### src/include/hmp_pkg.sv
// Package of the host modem port register bank: addresses, indexes, field positions and resets.
// Assumes an AXI4-Lite master with 32-bit data and a codec front end feeding the stream inputs.
package hmp_pkg;

   // Printed indexed location and its byte address on the word-aligned bus.
   localparam logic [31:0] HMP_PORT_INDEX    = 32'h0C00_0022;
   localparam logic [31:0] HMP_PORT_ADDR     = {HMP_PORT_INDEX[29:0], 2'h0};
   // Index select, interrupt status and interrupt mask words.
   localparam logic [31:0] HMP_SEL_ADDR      = 32'h3000_0080;
   localparam logic [31:0] HMP_IRQ_STAT_ADDR = 32'h3000_0090;
   localparam logic [31:0] HMP_IRQ_MASK_ADDR = 32'h3000_0094;

   // Index codes of the indexed location.
   localparam logic [2:0] HMP_IDX_RX  = 3'h0;  // Read: receive word.
   localparam logic [2:0] HMP_IDX_STS = 3'h1;  // Read: status word; write: control word.
   localparam logic [2:0] HMP_IDX_ID  = 3'h2;  // Read: identity and input pins.
   localparam logic [2:0] HMP_IDX_ERR = 3'h3;  // Read: error tally; write: timeout limit.
   localparam logic [2:0] HMP_IDX_FSZ = 3'h4;  // Write: FIFO size.

   // Buffer geometry and reset values.
   localparam logic [6:0] HMP_FIFO_DEPTH = 7'h60;
   localparam logic [7:0] HMP_FSZ_RESET  = 8'h20;
   localparam logic [7:0] HMP_CTL_RESET  = 8'h00;
   localparam logic [3:0] HMP_INIT_WORDS = 4'h9;

   // Control word bit positions.
   localparam int HMP_CTL_NTORST = 7;
   localparam int HMP_CTL_ENIRQ  = 6;
   localparam int HMP_CTL_START  = 5;
   localparam int HMP_CTL_ENTX   = 3;
   // Timeout limit nibble position within the written word.
   localparam int HMP_TOC_LSB    = 8;

   // Status word bit positions.
   localparam int HMP_STS_SEL = 6;
   localparam int HMP_STS_BYTE = 5;
   localparam int HMP_STS_TO  = 4;
   localparam int HMP_STS_CFG = 3;
   localparam int HMP_STS_IRQ = 2;
   localparam int HMP_STS_OVR = 1;
   localparam int HMP_STS_UDR = 0;

   // Sticky interrupt status bit positions.
   localparam int HMP_IRQ_FULL = 0;
   localparam int HMP_IRQ_OVR  = 1;
   localparam int HMP_IRQ_UDR  = 2;
   localparam int HMP_IRQ_TO   = 3;

   // Bus responses.
   localparam logic [1:0] HMP_RESP_OKAY   = 2'h0;
   localparam logic [1:0] HMP_RESP_SLVERR = 2'h2;

   // Signals arriving from the codec side of the port.
   typedef struct packed {
      logic        rx_valid;                // One receive word offered this cycle.
      logic [15:0] rx_word;                 // The receive word.
      logic        tx_done;                 // One transmit word left the port.
      logic        tx_underrun;             // Transmit buffer ran dry.
      logic [6:0]  tx_level;                // Words held in the transmit buffer.
      logic [1:0]  frontend_select;         // Internal front-end select pair.
      logic        byte_mode_flag;          // Internal byte-mode signal.
      logic        line_current_sense_pin;  // Line-current-sense pin level.
      logic        ring_pin;                // Ring-indicator pin level.
   } hmp_codec_in_type;

endpackage : hmp_pkg

### src/hmp_port_regs.sv
// Register bank of the host modem port, reached over AXI4-Lite through one indexed location, an index select word and two interrupt words.
// Assumes codec inputs are synchronous to core_clk_in and the master keeps AXI4-Lite signalling.
//
// Register access over AXI4-Lite was decided locally.
`timescale 1ns/10ps
module hmp_port_regs #(
   parameter logic [7:0] IDENTITY_BYTE = 8'h5A  // Arbitrary value.
) (
   // Clock and reset.
   input  wire logic                      core_clk_in,
   input  wire logic                      sys_rst_in,
   // AXI4-Lite write address and data.
   input  wire logic [31:0]               s_axi_awaddr_in,
   input  wire logic                      s_axi_awvalid_in,
   output logic                           s_axi_awready_out,
   input  wire logic [31:0]               s_axi_wdata_in,
   input  wire logic [3:0]                s_axi_wstrb_in,
   input  wire logic                      s_axi_wvalid_in,
   output logic                           s_axi_wready_out,
   // AXI4-Lite write response.
   output logic [1:0]                     s_axi_bresp_out,
   output logic                           s_axi_bvalid_out,
   input  wire logic                      s_axi_bready_in,
   // AXI4-Lite read.
   input  wire logic [31:0]               s_axi_araddr_in,
   input  wire logic                      s_axi_arvalid_in,
   output logic                           s_axi_arready_out,
   output logic [31:0]                    s_axi_rdata_out,
   output logic [1:0]                     s_axi_rresp_out,
   output logic                           s_axi_rvalid_out,
   input  wire logic                      s_axi_rready_in,
   // Codec side.
   input  wire hmp_pkg::hmp_codec_in_type codec_in,
   output logic                           ptr_init_out,
   output logic                           transfer_enable_out,
   // Interrupt.
   output logic                           irq_out
);
   import hmp_pkg::*;

   // Pointer step that wraps at the physical depth.
   function automatic logic [6:0] hmp_ptr_inc(input logic [6:0] ptr);
      hmp_ptr_inc = (ptr == HMP_FIFO_DEPTH - 7'h01) ? 7'h00 : ptr + 7'h01;
   endfunction : hmp_ptr_inc

   // Byte-lane merge of a written word over an old value.
   function automatic logic [31:0] hmp_merge(input logic [31:0] old_v, input logic [31:0] new_v,
                                             input logic [3:0] strb);
      for (int i = 0; i < 4; i++) begin
         old_v[i*8 +: 8] = strb[i] ? new_v[i*8 +: 8] : old_v[i*8 +: 8];
      end
      hmp_merge = old_v;
   endfunction : hmp_merge

   // Bus handshake state.
   logic        aw_held_reg;       // Write address captured.
   logic [31:0] aw_addr_reg;       // Captured write address.
   logic        w_held_reg;        // Write data captured.
   logic [31:0] w_data_reg;        // Captured write data.
   logic [3:0]  w_strb_reg;        // Captured byte strobes.
   logic        awready_reg, wready_reg, bvalid_reg;      // Write handshake outputs.
   logic        arready_reg, rvalid_reg;                  // Read handshake outputs.
   logic [1:0]  bresp_reg, rresp_reg;                     // Response codes.
   logic [31:0] rdata_reg;                                // Read data word.
   // Software-visible state.
   logic [2:0]  index_reg;         // Index select of the indexed location.
   logic [7:0]  fsz_reg;           // FIFO size field, clamped.
   logic [7:0]  ctl_reg;           // Control word low byte.
   logic [3:0]  toc_reg;           // Timeout limit nibble.
   logic [3:0]  irq_stat_reg;      // Sticky interrupt status.
   logic [3:0]  irq_mask_reg;      // Interrupt mask.
   logic        irq_reg;
   // Port status state.
   logic        to_flag_reg, cfg_done_reg;                // Timeout and init-done flags.
   logic        irq_pend_reg, ovr_flag_reg, udr_flag_reg; // Read-to-clear flags.
   logic [11:0] err_tally_reg;
   logic [11:0] tcnt_reg;          // Timeout counter.
   logic [3:0]  init_cnt_reg;      // Words sent since the start edge.
   logic        init_arm_reg;      // Counting toward init-done.
   logic        full_prev_reg;     // Buffer-full level last cycle.
   logic        ptr_init_reg;
   // Receive FIFO.
   logic [15:0] rx_mem [0:95];
   logic [6:0]  rx_wr_ptr_reg;
   logic [6:0]  rx_rd_ptr_reg;
   logic [6:0]  rx_count_reg;
   // Handshake decode.
   wire aw_take = s_axi_awvalid_in & awready_reg;
   wire w_take  = s_axi_wvalid_in & wready_reg;
   wire ar_take = s_axi_arvalid_in & arready_reg;
   wire wr_do   = aw_held_reg & w_held_reg & ~bvalid_reg;
   wire aw_held_next = (aw_held_reg | aw_take) & ~wr_do;
   wire w_held_next  = (w_held_reg | w_take) & ~wr_do;
   wire rvalid_next  = (rvalid_reg & ~s_axi_rready_in) | ar_take;
   // Write decode; port writes choose their register by the index.
   wire [31:0] wr_word   = hmp_merge(32'h0000_0000, w_data_reg, w_strb_reg);
   wire        wr_port   = wr_do & (aw_addr_reg == HMP_PORT_ADDR);
   wire        wr_sel    = wr_do & (aw_addr_reg == HMP_SEL_ADDR);
   wire        wr_stat   = wr_do & (aw_addr_reg == HMP_IRQ_STAT_ADDR);
   wire        wr_mask   = wr_do & (aw_addr_reg == HMP_IRQ_MASK_ADDR);
   wire        wr_ctl    = wr_port & (index_reg == HMP_IDX_STS);
   wire        wr_toc    = wr_port & (index_reg == HMP_IDX_ERR);
   wire        wr_fsz    = wr_port & (index_reg == HMP_IDX_FSZ);
   wire        wr_ok     = wr_sel | wr_stat | wr_mask | wr_ctl | wr_toc | wr_fsz;
   // Read decode.
   wire        rd_port   = ar_take & (s_axi_araddr_in == HMP_PORT_ADDR);
   wire        rd_rx     = rd_port & (index_reg == HMP_IDX_RX);
   wire        rd_sts    = rd_port & (index_reg == HMP_IDX_STS);
   wire        rd_id     = rd_port & (index_reg == HMP_IDX_ID);
   wire        rd_err    = rd_port & (index_reg == HMP_IDX_ERR);
   wire        rd_sel    = ar_take & (s_axi_araddr_in == HMP_SEL_ADDR);
   wire        rd_stat   = ar_take & (s_axi_araddr_in == HMP_IRQ_STAT_ADDR);
   wire        rd_mask   = ar_take & (s_axi_araddr_in == HMP_IRQ_MASK_ADDR);
   wire        rd_ok     = rd_rx | rd_sts | rd_id | rd_err | rd_sel | rd_stat | rd_mask;
   // Read words; reserved bits are tied low.
   wire [15:0] sts_word = {8'h00,
                           codec_in.frontend_select, codec_in.byte_mode_flag,
                           to_flag_reg, cfg_done_reg, irq_pend_reg, ovr_flag_reg, udr_flag_reg};
   wire [15:0] id_word  = {IDENTITY_BYTE, 6'h00,
                           codec_in.line_current_sense_pin, codec_in.ring_pin};
   wire [15:0] err_word = {4'h0, err_tally_reg};
   wire [15:0] rx_word  = rx_mem[rx_rd_ptr_reg];
   wire [31:0] rd_word  = rd_rx   ? {16'h0000, rx_word}  :
                          rd_sts  ? {16'h0000, sts_word} :
                          rd_id   ? {16'h0000, id_word}  :
                          rd_err  ? {16'h0000, err_word} :
                          rd_sel  ? {29'h0000_0000, index_reg} :
                          rd_stat ? {28'h000_0000, irq_stat_reg} :
                          rd_mask ? {28'h000_0000, irq_mask_reg} : 32'h0000_0000;

   // Receive FIFO movement; a pop on an empty FIFO just returns the stale head.
   wire rx_full   = (rx_count_reg == HMP_FIFO_DEPTH);
   wire rx_push   = codec_in.rx_valid & ~rx_full;
   wire rx_pop    = rd_rx & (rx_count_reg != 7'h00);
   wire ovr_evt   = codec_in.rx_valid & rx_full;
   wire udr_evt   = codec_in.tx_underrun;

   // Control word edges and the timeout limit.
   wire [7:0]  ctl_wr     = wr_word[7:0];
   // A locked control word ignores the start bit too, so a running link keeps its pointers.
   wire        start_rise = wr_ctl & ctl_wr[HMP_CTL_START] & ~ctl_reg[HMP_CTL_START] & ~ctl_reg[HMP_CTL_ENTX];
   wire [11:0] to_limit   = {toc_reg, 8'h00};
   wire        to_hit     = (toc_reg != 4'h0) & (tcnt_reg == to_limit);
   wire        auto_reset = to_hit & ~to_flag_reg & ~ctl_reg[HMP_CTL_NTORST];
   wire        ptr_init   = start_rise | auto_reset;

   // Buffer-full detection against the programmed size, on the rising level.
   wire        full_now = ({1'b0, rx_count_reg} >= fsz_reg) |
                          ({1'b0, codec_in.tx_level} >= fsz_reg);
   wire        full_evt = full_now & ~full_prev_reg & ctl_reg[HMP_CTL_ENIRQ];
   // A new request while one is still pending counts as unserviced.
   wire        unserviced = full_evt & irq_pend_reg;
   wire        to_evt     = to_hit & ~to_flag_reg;

   // Clamp of an oversized FIFO size write.
   wire [7:0]  fsz_wr = (wr_word[7:0] > {1'b0, HMP_FIFO_DEPTH}) ?
                        {1'b0, HMP_FIFO_DEPTH} : wr_word[7:0];
   // Error tally increment; both events in one cycle count twice.
   wire [11:0] err_inc = {11'h000, ovr_evt} + {11'h000, udr_evt};
   wire [3:0]  irq_evt = {to_evt, udr_evt, ovr_evt, full_evt};
   wire [3:0]  irq_stat_next = (irq_stat_reg & ~(wr_stat ? wr_word[3:0] : 4'h0)) | irq_evt;

   // Write channel: address and data taken in either order, one response after both.
   always_ff @(posedge core_clk_in) begin
      if (sys_rst_in) begin
         aw_held_reg <= 1'b0;
         w_held_reg  <= 1'b0;
         awready_reg <= 1'b0;
         wready_reg  <= 1'b0;
         bvalid_reg  <= 1'b0;
         bresp_reg   <= HMP_RESP_OKAY;
      end else begin
         aw_held_reg <= aw_held_next;
         w_held_reg  <= w_held_next;
         awready_reg <= ~aw_held_next;
         wready_reg  <= ~w_held_next;
         if (wr_do) begin
            bvalid_reg <= 1'b1;
            bresp_reg  <= wr_ok ? HMP_RESP_OKAY : HMP_RESP_SLVERR;
         end else if (s_axi_bready_in) begin
            bvalid_reg <= 1'b0;
         end
      end
   end
   // Captured write payloads; no reset needed, they are qualified by the held flags.
   always_ff @(posedge core_clk_in) begin
      if (aw_take) begin
         aw_addr_reg <= s_axi_awaddr_in;
      end
      if (w_take) begin
         w_data_reg <= s_axi_wdata_in;
         w_strb_reg <= s_axi_wstrb_in;
      end
   end
   // Read channel: data latched at the address handshake, shown the next cycle.
   always_ff @(posedge core_clk_in) begin
      if (sys_rst_in) begin
         arready_reg <= 1'b0;
         rvalid_reg  <= 1'b0;
         rresp_reg   <= HMP_RESP_OKAY;
         rdata_reg   <= 32'h0000_0000;
      end else begin
         arready_reg <= ~rvalid_next;
         rvalid_reg  <= rvalid_next;
         if (ar_take) begin
            rdata_reg <= rd_word;
            rresp_reg <= rd_ok ? HMP_RESP_OKAY : HMP_RESP_SLVERR;
         end
      end
   end

   // Software-written registers. Once transfers are enabled the control word is frozen.
   always_ff @(posedge core_clk_in) begin
      if (sys_rst_in) begin
         index_reg    <= HMP_IDX_RX;
         fsz_reg      <= HMP_FSZ_RESET;
         ctl_reg      <= HMP_CTL_RESET;
         toc_reg      <= 4'h0;
         irq_mask_reg <= 4'h0;
      end else begin
         if (wr_sel) begin
            index_reg <= wr_word[2:0];
         end
         if (wr_fsz) begin
            fsz_reg <= fsz_wr;
         end
         if (wr_ctl & ~ctl_reg[HMP_CTL_ENTX]) begin
            ctl_reg <= ctl_wr;
         end
         if (wr_toc) begin
            toc_reg <= wr_word[HMP_TOC_LSB +: 4];
         end
         if (wr_mask) begin
            irq_mask_reg <= wr_word[3:0];
         end
      end
   end

   // Receive FIFO pointers and fill; a pointer reset empties it.
   always_ff @(posedge core_clk_in) begin
      if (sys_rst_in | ptr_init) begin
         rx_wr_ptr_reg <= 7'h00;
         rx_rd_ptr_reg <= 7'h00;
         rx_count_reg  <= 7'h00;
      end else begin
         if (rx_push) begin
            rx_wr_ptr_reg <= hmp_ptr_inc(rx_wr_ptr_reg);
         end
         if (rx_pop) begin
            rx_rd_ptr_reg <= hmp_ptr_inc(rx_rd_ptr_reg);
         end
         rx_count_reg <= rx_count_reg + {6'h00, rx_push} - {6'h00, rx_pop};
      end
   end
   // Receive storage; plain flip-flops without reset.
   always_ff @(posedge core_clk_in) begin
      if (rx_push) begin
         rx_mem[rx_wr_ptr_reg] <= codec_in.rx_word;
      end
   end
   // Read-to-clear flags. A new event in the clearing cycle wins over the read.
   always_ff @(posedge core_clk_in) begin
      if (sys_rst_in) begin
         irq_pend_reg <= 1'b0;
         ovr_flag_reg <= 1'b0;
         udr_flag_reg <= 1'b0;
      end else begin
         irq_pend_reg <= full_evt | (irq_pend_reg & ~rd_sts);
         ovr_flag_reg <= ovr_evt  | (ovr_flag_reg & ~rd_sts);
         udr_flag_reg <= udr_evt  | (udr_flag_reg & ~rd_sts);
      end
   end

   // Timeout counter and flag; the counter holds at the limit and restarts on a new limit.
   always_ff @(posedge core_clk_in) begin
      if (sys_rst_in) begin
         tcnt_reg    <= 12'h000;
         to_flag_reg <= 1'b0;
      end else begin
         if (wr_toc) begin
            tcnt_reg <= 12'h000;
         end else if (unserviced & ~to_hit) begin
            tcnt_reg <= tcnt_reg + 12'h001;
         end
         if (to_evt) begin
            to_flag_reg <= 1'b1;
         end
      end
   end

   // Init-done tracking: armed by the start edge, set after the ninth sent word.
   always_ff @(posedge core_clk_in) begin
      if (sys_rst_in) begin
         init_cnt_reg <= 4'h0;
         init_arm_reg <= 1'b0;
         cfg_done_reg <= 1'b0;
      end else if (start_rise) begin
         init_cnt_reg <= 4'h0;
         init_arm_reg <= 1'b1;
         cfg_done_reg <= 1'b0;
      end else if (init_arm_reg & codec_in.tx_done) begin
         init_cnt_reg <= init_cnt_reg + 4'h1;
         if (init_cnt_reg + 4'h1 == HMP_INIT_WORDS) begin
            cfg_done_reg <= 1'b1;
            init_arm_reg <= 1'b0;
         end
      end
   end
   // Error tally and buffer-full history.
   always_ff @(posedge core_clk_in) begin
      if (sys_rst_in) begin
         err_tally_reg <= 12'h000;
         full_prev_reg <= 1'b0;
      end else begin
         err_tally_reg <= err_tally_reg + err_inc;
         full_prev_reg <= full_now;
      end
   end
   // Sticky interrupt status, mask gating and the pointer-reset pulse.
   always_ff @(posedge core_clk_in) begin
      if (sys_rst_in) begin
         irq_stat_reg <= 4'h0;
         irq_reg      <= 1'b0;
         ptr_init_reg <= 1'b0;
      end else begin
         irq_stat_reg <= irq_stat_next;
         irq_reg      <= |(irq_stat_next & irq_mask_reg);
         ptr_init_reg <= ptr_init;
      end
   end

   // Outputs, all from flip-flops.
   assign s_axi_awready_out   = awready_reg;
   assign s_axi_wready_out    = wready_reg;
   assign s_axi_bvalid_out    = bvalid_reg;
   assign s_axi_bresp_out     = bresp_reg;
   assign s_axi_arready_out   = arready_reg;
   assign s_axi_rvalid_out    = rvalid_reg;
   assign s_axi_rresp_out     = rresp_reg;
   assign s_axi_rdata_out     = rdata_reg;
   assign ptr_init_out        = ptr_init_reg;
   assign transfer_enable_out = ctl_reg[HMP_CTL_ENTX];
   assign irq_out             = irq_reg;
endmodule : hmp_port_regs

### config.mk
export PLATFORM = sky130hd
export DESIGN_NAME = hmp_port_regs
export DESIGN_NICKNAME = d
export VERILOG_FILES = /design/src/include/hmp_pkg.sv /design/src/hmp_port_regs.sv
export SDC_FILE = /design/constraint.sdc
export NUM_CORES = 2
export LEC_CHECK = 0
export BUFFER_PORTS_ARGS = -buffer_cell sky130_fd_sc_hd__buf_4
export CAP_MARGIN = 20
export CORE_ASPECT_RATIO = 2
export CORE_MARGIN = 10
export CORE_UTILIZATION = 45
export DETAILED_ROUTE_END_ITERATION = 12
export GPL_TIMING_DRIVEN = 0
export PLACE_DENSITY_LB_ADDON = 0.12
export SLEW_MARGIN = 15
export SYNTH_ARGS = -nofsm -noshare
export SYNTH_HDL_FRONTEND = slang
export SYNTH_SLANG_ARGS = --single-unit
### constraint.sdc
create_clock -name core_clk_in -period 4.4 [get_ports core_clk_in]
set_input_delay 0 -clock core_clk_in [delete_from_list [all_inputs] [get_ports core_clk_in]]
set_output_delay 0 -clock core_clk_in [all_outputs]
set_load 0.02 [all_outputs]
Yosys cells after proc, flatten, opt, wreduce, memory -nomap -nowiden
Memory sizes are Yosys's and may differ from the RTL's. A register that Yosys moved wholly into a read port is not among the register bits.
Cells that the tools add are included.
Widths: inputs -> output; s select.
- flip-flop bits (word level): 178
- bits in latches: 0
- RAM bits: 1536
- memory bits (read-only): 0
- bits of input ports: 138
- output and inout port bits: 44
- memories: 1
- add/sub/neg operators: 8
- multipliers: 0
- div/mod/pow operators: 0
- magnitude comparators: 3
- equal/unequal tests: 17
- shift-type cells: 0
- mux-type cells: 24
- bitwise logic cells: 79
- reductions and logical operators: 11
- memory list (name ; depth ; bits a word ; rd ports ; clocked after memory_dff ; wr ports ; RTL line ; text):
    rx_mem ; 96 ; 16 ; 1 ; 1 ; 1 ; hmp_port_regs.sv:83 ; logic [15:0] rx_mem [0:95];
- operator list (operator ; number):
    $eq 32x30->1 const B ; 8
    $and 1x1->1 ; 41
    $mux 15 ; 2
    $mux 7 ; 4
    $eq 7x7->1 const B ; 3
    $mux 4 ; 5
    $or 1x1->1 ; 20
    $ge 7x8->1 ; 2
    $mux 16 ; 1
    $mux 8 ; 2
    $add 7x1->7 const B ; 2
    $not 1->1 ; 14
    $add 12x1->12 const B ; 1
    $add 12x2->12 ; 1
    $eq 12x12->1 ; 1
    $mux 12 ; 1
    $and 4x4->4 ; 2
    $gt 8x7->1 const B ; 1
    $add 7x1->7 ; 1
    $mux 1 ; 7
    $reduce_bool 7->1 ; 1
    $sub 7x1->7 ; 1
    $eq 3x2->1 const B ; 2
    $reduce_bool 2->1 ; 3
    other kinds (13) ; 16

Depth between registers and ports, before layout
- word-level depth: 10
- gate-level depth with buffers: 17

Least setup slack after synthesis
OpenSTA, ideal clock, no wires.
- path kind: reg-to-reg
- start: register rx_count_reg[2]
- end: register rx_count_reg[6]
- arrival time: 3.050 ns
- required time: 4.330 ns
- path slack: 1.280 ns
- stages on the path, launching flop included: 18
- path buffers: 0
- period minus slack after synthesis: 3.120 ns
- cell sequence: dfxtp_1 -> inv_1 -> ha_1 -> nor3b_1 -> a31oi_1 -> inv_1 -> ha_1 -> inv_1 -> ha_1 -> inv_1 -> fa_1 -> inv_1 -> a21oi_1 -> nor2_1 -> o21ai_0 -> a21oi_1 -> or3_1 -> a21oi_1
- cells in the longest elaborated chain, start to end: 5
- elaborated cells on any way between the ends: 7
- ends and longest elaborated chain (what ; RTL line ; text):
    from (decl) ; hmp_port_regs.sv:86 ; logic [6:0] rx_count_reg;
    from (signal assigned) ; hmp_port_regs.sv:252 ; rx_count_reg <= rx_count_reg + {6'h00, rx_push} - {6'h00, rx_pop};
    $eq 7x7->1 ; hmp_port_regs.sv:132 ; wire rx_full = (rx_count_reg == HMP_FIFO_DEPTH);
    $not 1->1 ; hmp_port_regs.sv:133 ; wire rx_push = codec_in.rx_valid & ~rx_full;
    $and 1x1->1 ; hmp_port_regs.sv:133 ;
    $add 7x1->7 ; hmp_port_regs.sv:252 ;
    $sub 7x1->7 * ; hmp_port_regs.sv:252 ;
Mark *: on every way between the ends. The rest lies on a longest branch, timed or not.
A chain may end at the register's enable or synchronous reset.

==> out/metrics.yaml <==
hold-path-endpoint: "w_data_reg[9]"
dr_wl_met2_um: 125000
min_path_cells: 2
dpl_cell_area_sq_um: 72900
syn_inst: 3370
fin_util: 0.539
gp_congestion: 0.950
crit_path_max_incr_delay_ns: 0.77
clock_latency_ns: 0.83
relSlewSlack: 0.131
reg2reg_slack_ns: -0.31
grt_first_pass_wirelength_um: 330000
grt_pass1_vias: 38300
setup_slack_ns: -0.315
leakagePower_nw: 24.6
initial_core_util: 0.453
synth_enable_flop_cells: 1582
syn-cell-area_sq_um: 66500
vias: 38100
rows: 199
grt_antenna_before_repair: 14
critPathLaunchType: "flop"
violations: "setup timing"
fp.dieW_um: 292
path_common_cell: "buf_1"
dr.pass1.iters: 9
drive_gt1_frac: 0.279
viasPerCell: 6.42
critPathRequiredTime_ns: 5.13
clkTransAtPathRegs_ns: 0.07
finalHoldViolCount: 0
clk_path_buf_depth: 4
outcome: "finished with violations"
finClkSkew_ns: 0.0402
crit_path_end_kind: "flop"
async_flop_share: 0
place_ws_ns: -0.445
finalSetupViolations: 4
grt-ovfl-total: 0
crit_slowest_cell: "buf_1"
clockRootBuffer: "clkbuf_16"
yosysWarnings: 0
routedWlPerCell_um: 41.7
post_cts_buffers: 0
crit_type: "reg -> reg"
final_area_sq_um: 79100
die_h_um: 564
min_path_type: "in -> reg"
powerDensity_nw_per_um2: 405
max_freq_mhz: 212
power_mw: 32.1
dominantRegCellSynth: "edfxtp_1"
synthDistinctLibCells: 80
grt_max_degree: 97
wirelength_met1_um: 76500
rsz0062_at_grt: "yes"
wirelength_um: 247000
area_growth_pct: 18.9
crit_fanout: 10
maxUsedRoutingLayer: "met5"
cts_made_buffers: 154
drcViolationCount: 0
hp-start: "s_axi_wdata_in[9]"
reg2regPathDepth: 8
largest_reg_flops: 1536
avgSynthCellArea_sq_um: 19.7
dieArea_sq_um: 165000
r2r-end: "s_axi_rdata_out[7]"
path_cells: "buf_1 > buf_1 > nor2_1 > a31oi_1 > nand3_1 > o21ai_0 > o2111ai_1 > a21oi_1"
core_sq_um: 147000
drt_iter0_markers: 4686
tightest_slew_ns: 1.29
ant_nets: 0
cp.arrival_ns: 5.45
ys_ff_latch: 1699
boundaryPins: 182
fin_crit_sh: 1.07
grt_usage: 0.299
maxCapViolations: 0
nNetsFinal: 4075
portBuffers: 139
seq_area_frac_synth: 0.749
tritoncts: "done"
worst_ir_drop_vdd_mv: 0.263
htree_levels: 4
finalCriticalPeriod_ns: 4.71
finalMaxSlewViolations: 0
hpwl_um: 168000
cts.sinks: 1699
wl_met3_um: 19600
==> metrics by stage <==
stage | hold WS, ns | TNS [ns] | std cells
2_1_floorplan | 0.0989 | 0 | 3387
3_3_place_gp | 0.180 | -1761.43 | 5435
3_5_place_dp | 0.180 | -1.81 | 5526
4_1_cts | 0.00713 | 0 | 5912
5_1_grt | 0.00445 | -0.0527 | 5919
6_report | 0.0162 | -0.627 | 5925
==> cell usage in the layout, fill, tap and decap left out, types with 46 or more instances in the layout <==
master         count
buf_4            199
dlygate4sd3_1    131
edfxtp_1        1582
nor2_4            96
buf_2             54
mux4_2           400
a21oi_1           77
nand3_1           63
nand2_1          135
o21ai_0           46
buf_16            47
mux2i_1           88
nor2_1           101
clkbuf_16        159
clkbuf_1          67
dfxtp_1          117
==> synthesized netlist by cell type (all sizes together), types with 11 or more instances <==
library cell  count  share of area
a21oi            78         0.0059
xnor2            12         0.0016
a31oi            13         0.0012
o21ai            48         0.0036
ha               31         0.0058
nand3            63         0.0047
o211ai           11         0.0012
xor2             15         0.0020
mux2i            92          0.014
buf             127          0.011
dfxtp           117          0.035
nand2           135         0.0076
edfxtp         1582           0.71
a211oi           17         0.0019
or3              21         0.0020
and2             13         0.0012
clkbuf           58         0.0033
nor2            199          0.011
mux2             18         0.0030
inv              42         0.0024
a22oi            37         0.0042
nand4            23         0.0022
nor4             23         0.0025
nor2b            23         0.0022
mux4            400           0.14
nand2b           13         0.0012
nor3             17         0.0013
==> final cells by class <==
cell class                 instances  area, sq um
sequential                      1699        49800
clock inverter                    64          561
tap                             1909         2390
buffer                           181         1020
clock buffer                     196         4170
antenna                            8         20.0
inverter                          42          158
multi-input combinational       1461        16400
timing repair buffer             365         4530
fill                           11300        67800
==> worst max-delay path by stage <==
stage	slack, ns	endpoint	cells past startpoint	from
3_3_place_gp	-1.97	s_axi_rdata_out[7]	10	flop
2_1_floorplan	1.28	rx_count_reg[6]	17	rx_count_reg[2]
4_1_cts	0.01	s_axi_rdata_out[7]	10	flop
3_5_place_dp	-0.44	s_axi_rdata_out[6]	12	flop
6_report	-0.31	s_axi_rdata_out[7]	8	flop
5_1_grt	-0.03	s_axi_rdata_out[7]	8	flop
==> report_power, final <==
part	internal (mW)	leakage, nW	switching [mW]	total, mW
sequential	17.7	15.2	0.0588	17.8
clock	7.27	2.32	5.93	13.2
combinational	0.373	7.05	0.708	1.08
total	25.4	24.6	6.70	32.1
==> critical path, delay by kind of cell (launching register included) <==
family | cells | cell delay (ns)
simple gates | 2 | 0.93
buf+inv | 2 | 1.51
flops | 1 | 0.55
compound gates | 4 | 1.61
==> cells by family (layout without fill, tap and decap cells) <==
family,Yosys count,count (layout),share of synthesized area
other,1,26,0.0000564
adders and majority gates,33,33,0.00643
and+or+nand+nor,577,577,0.0419
DFF,1699,1699,0.749
buffers and inverters,227,848,0.0168
xor gates and xnor gates,27,27,0.00355
muxes,510,510,0.152
AOI/OAI and AO/OA,296,296,0.0298
==> timing repair <==
action,4_1_cts,5_1_grt
setup endpoints to repair,10,5
hold endpoints to repair,1143,1
resized for setup,14,8
pin swaps,0,0
hold buffers,130,1
==> layer usage <==
| metal | track usage | vias to the layer above |
|---|---|---|
| met2 | 0.521 | 2332 |
| met1 | 0.309 | 20100 |
| met3 | 0.0550 | 756 |
| li1 | - | 14900 |
| met5 | 0 | - |
| met4 | 0.252 | 6 |
(Power assumes the default switching activity.)
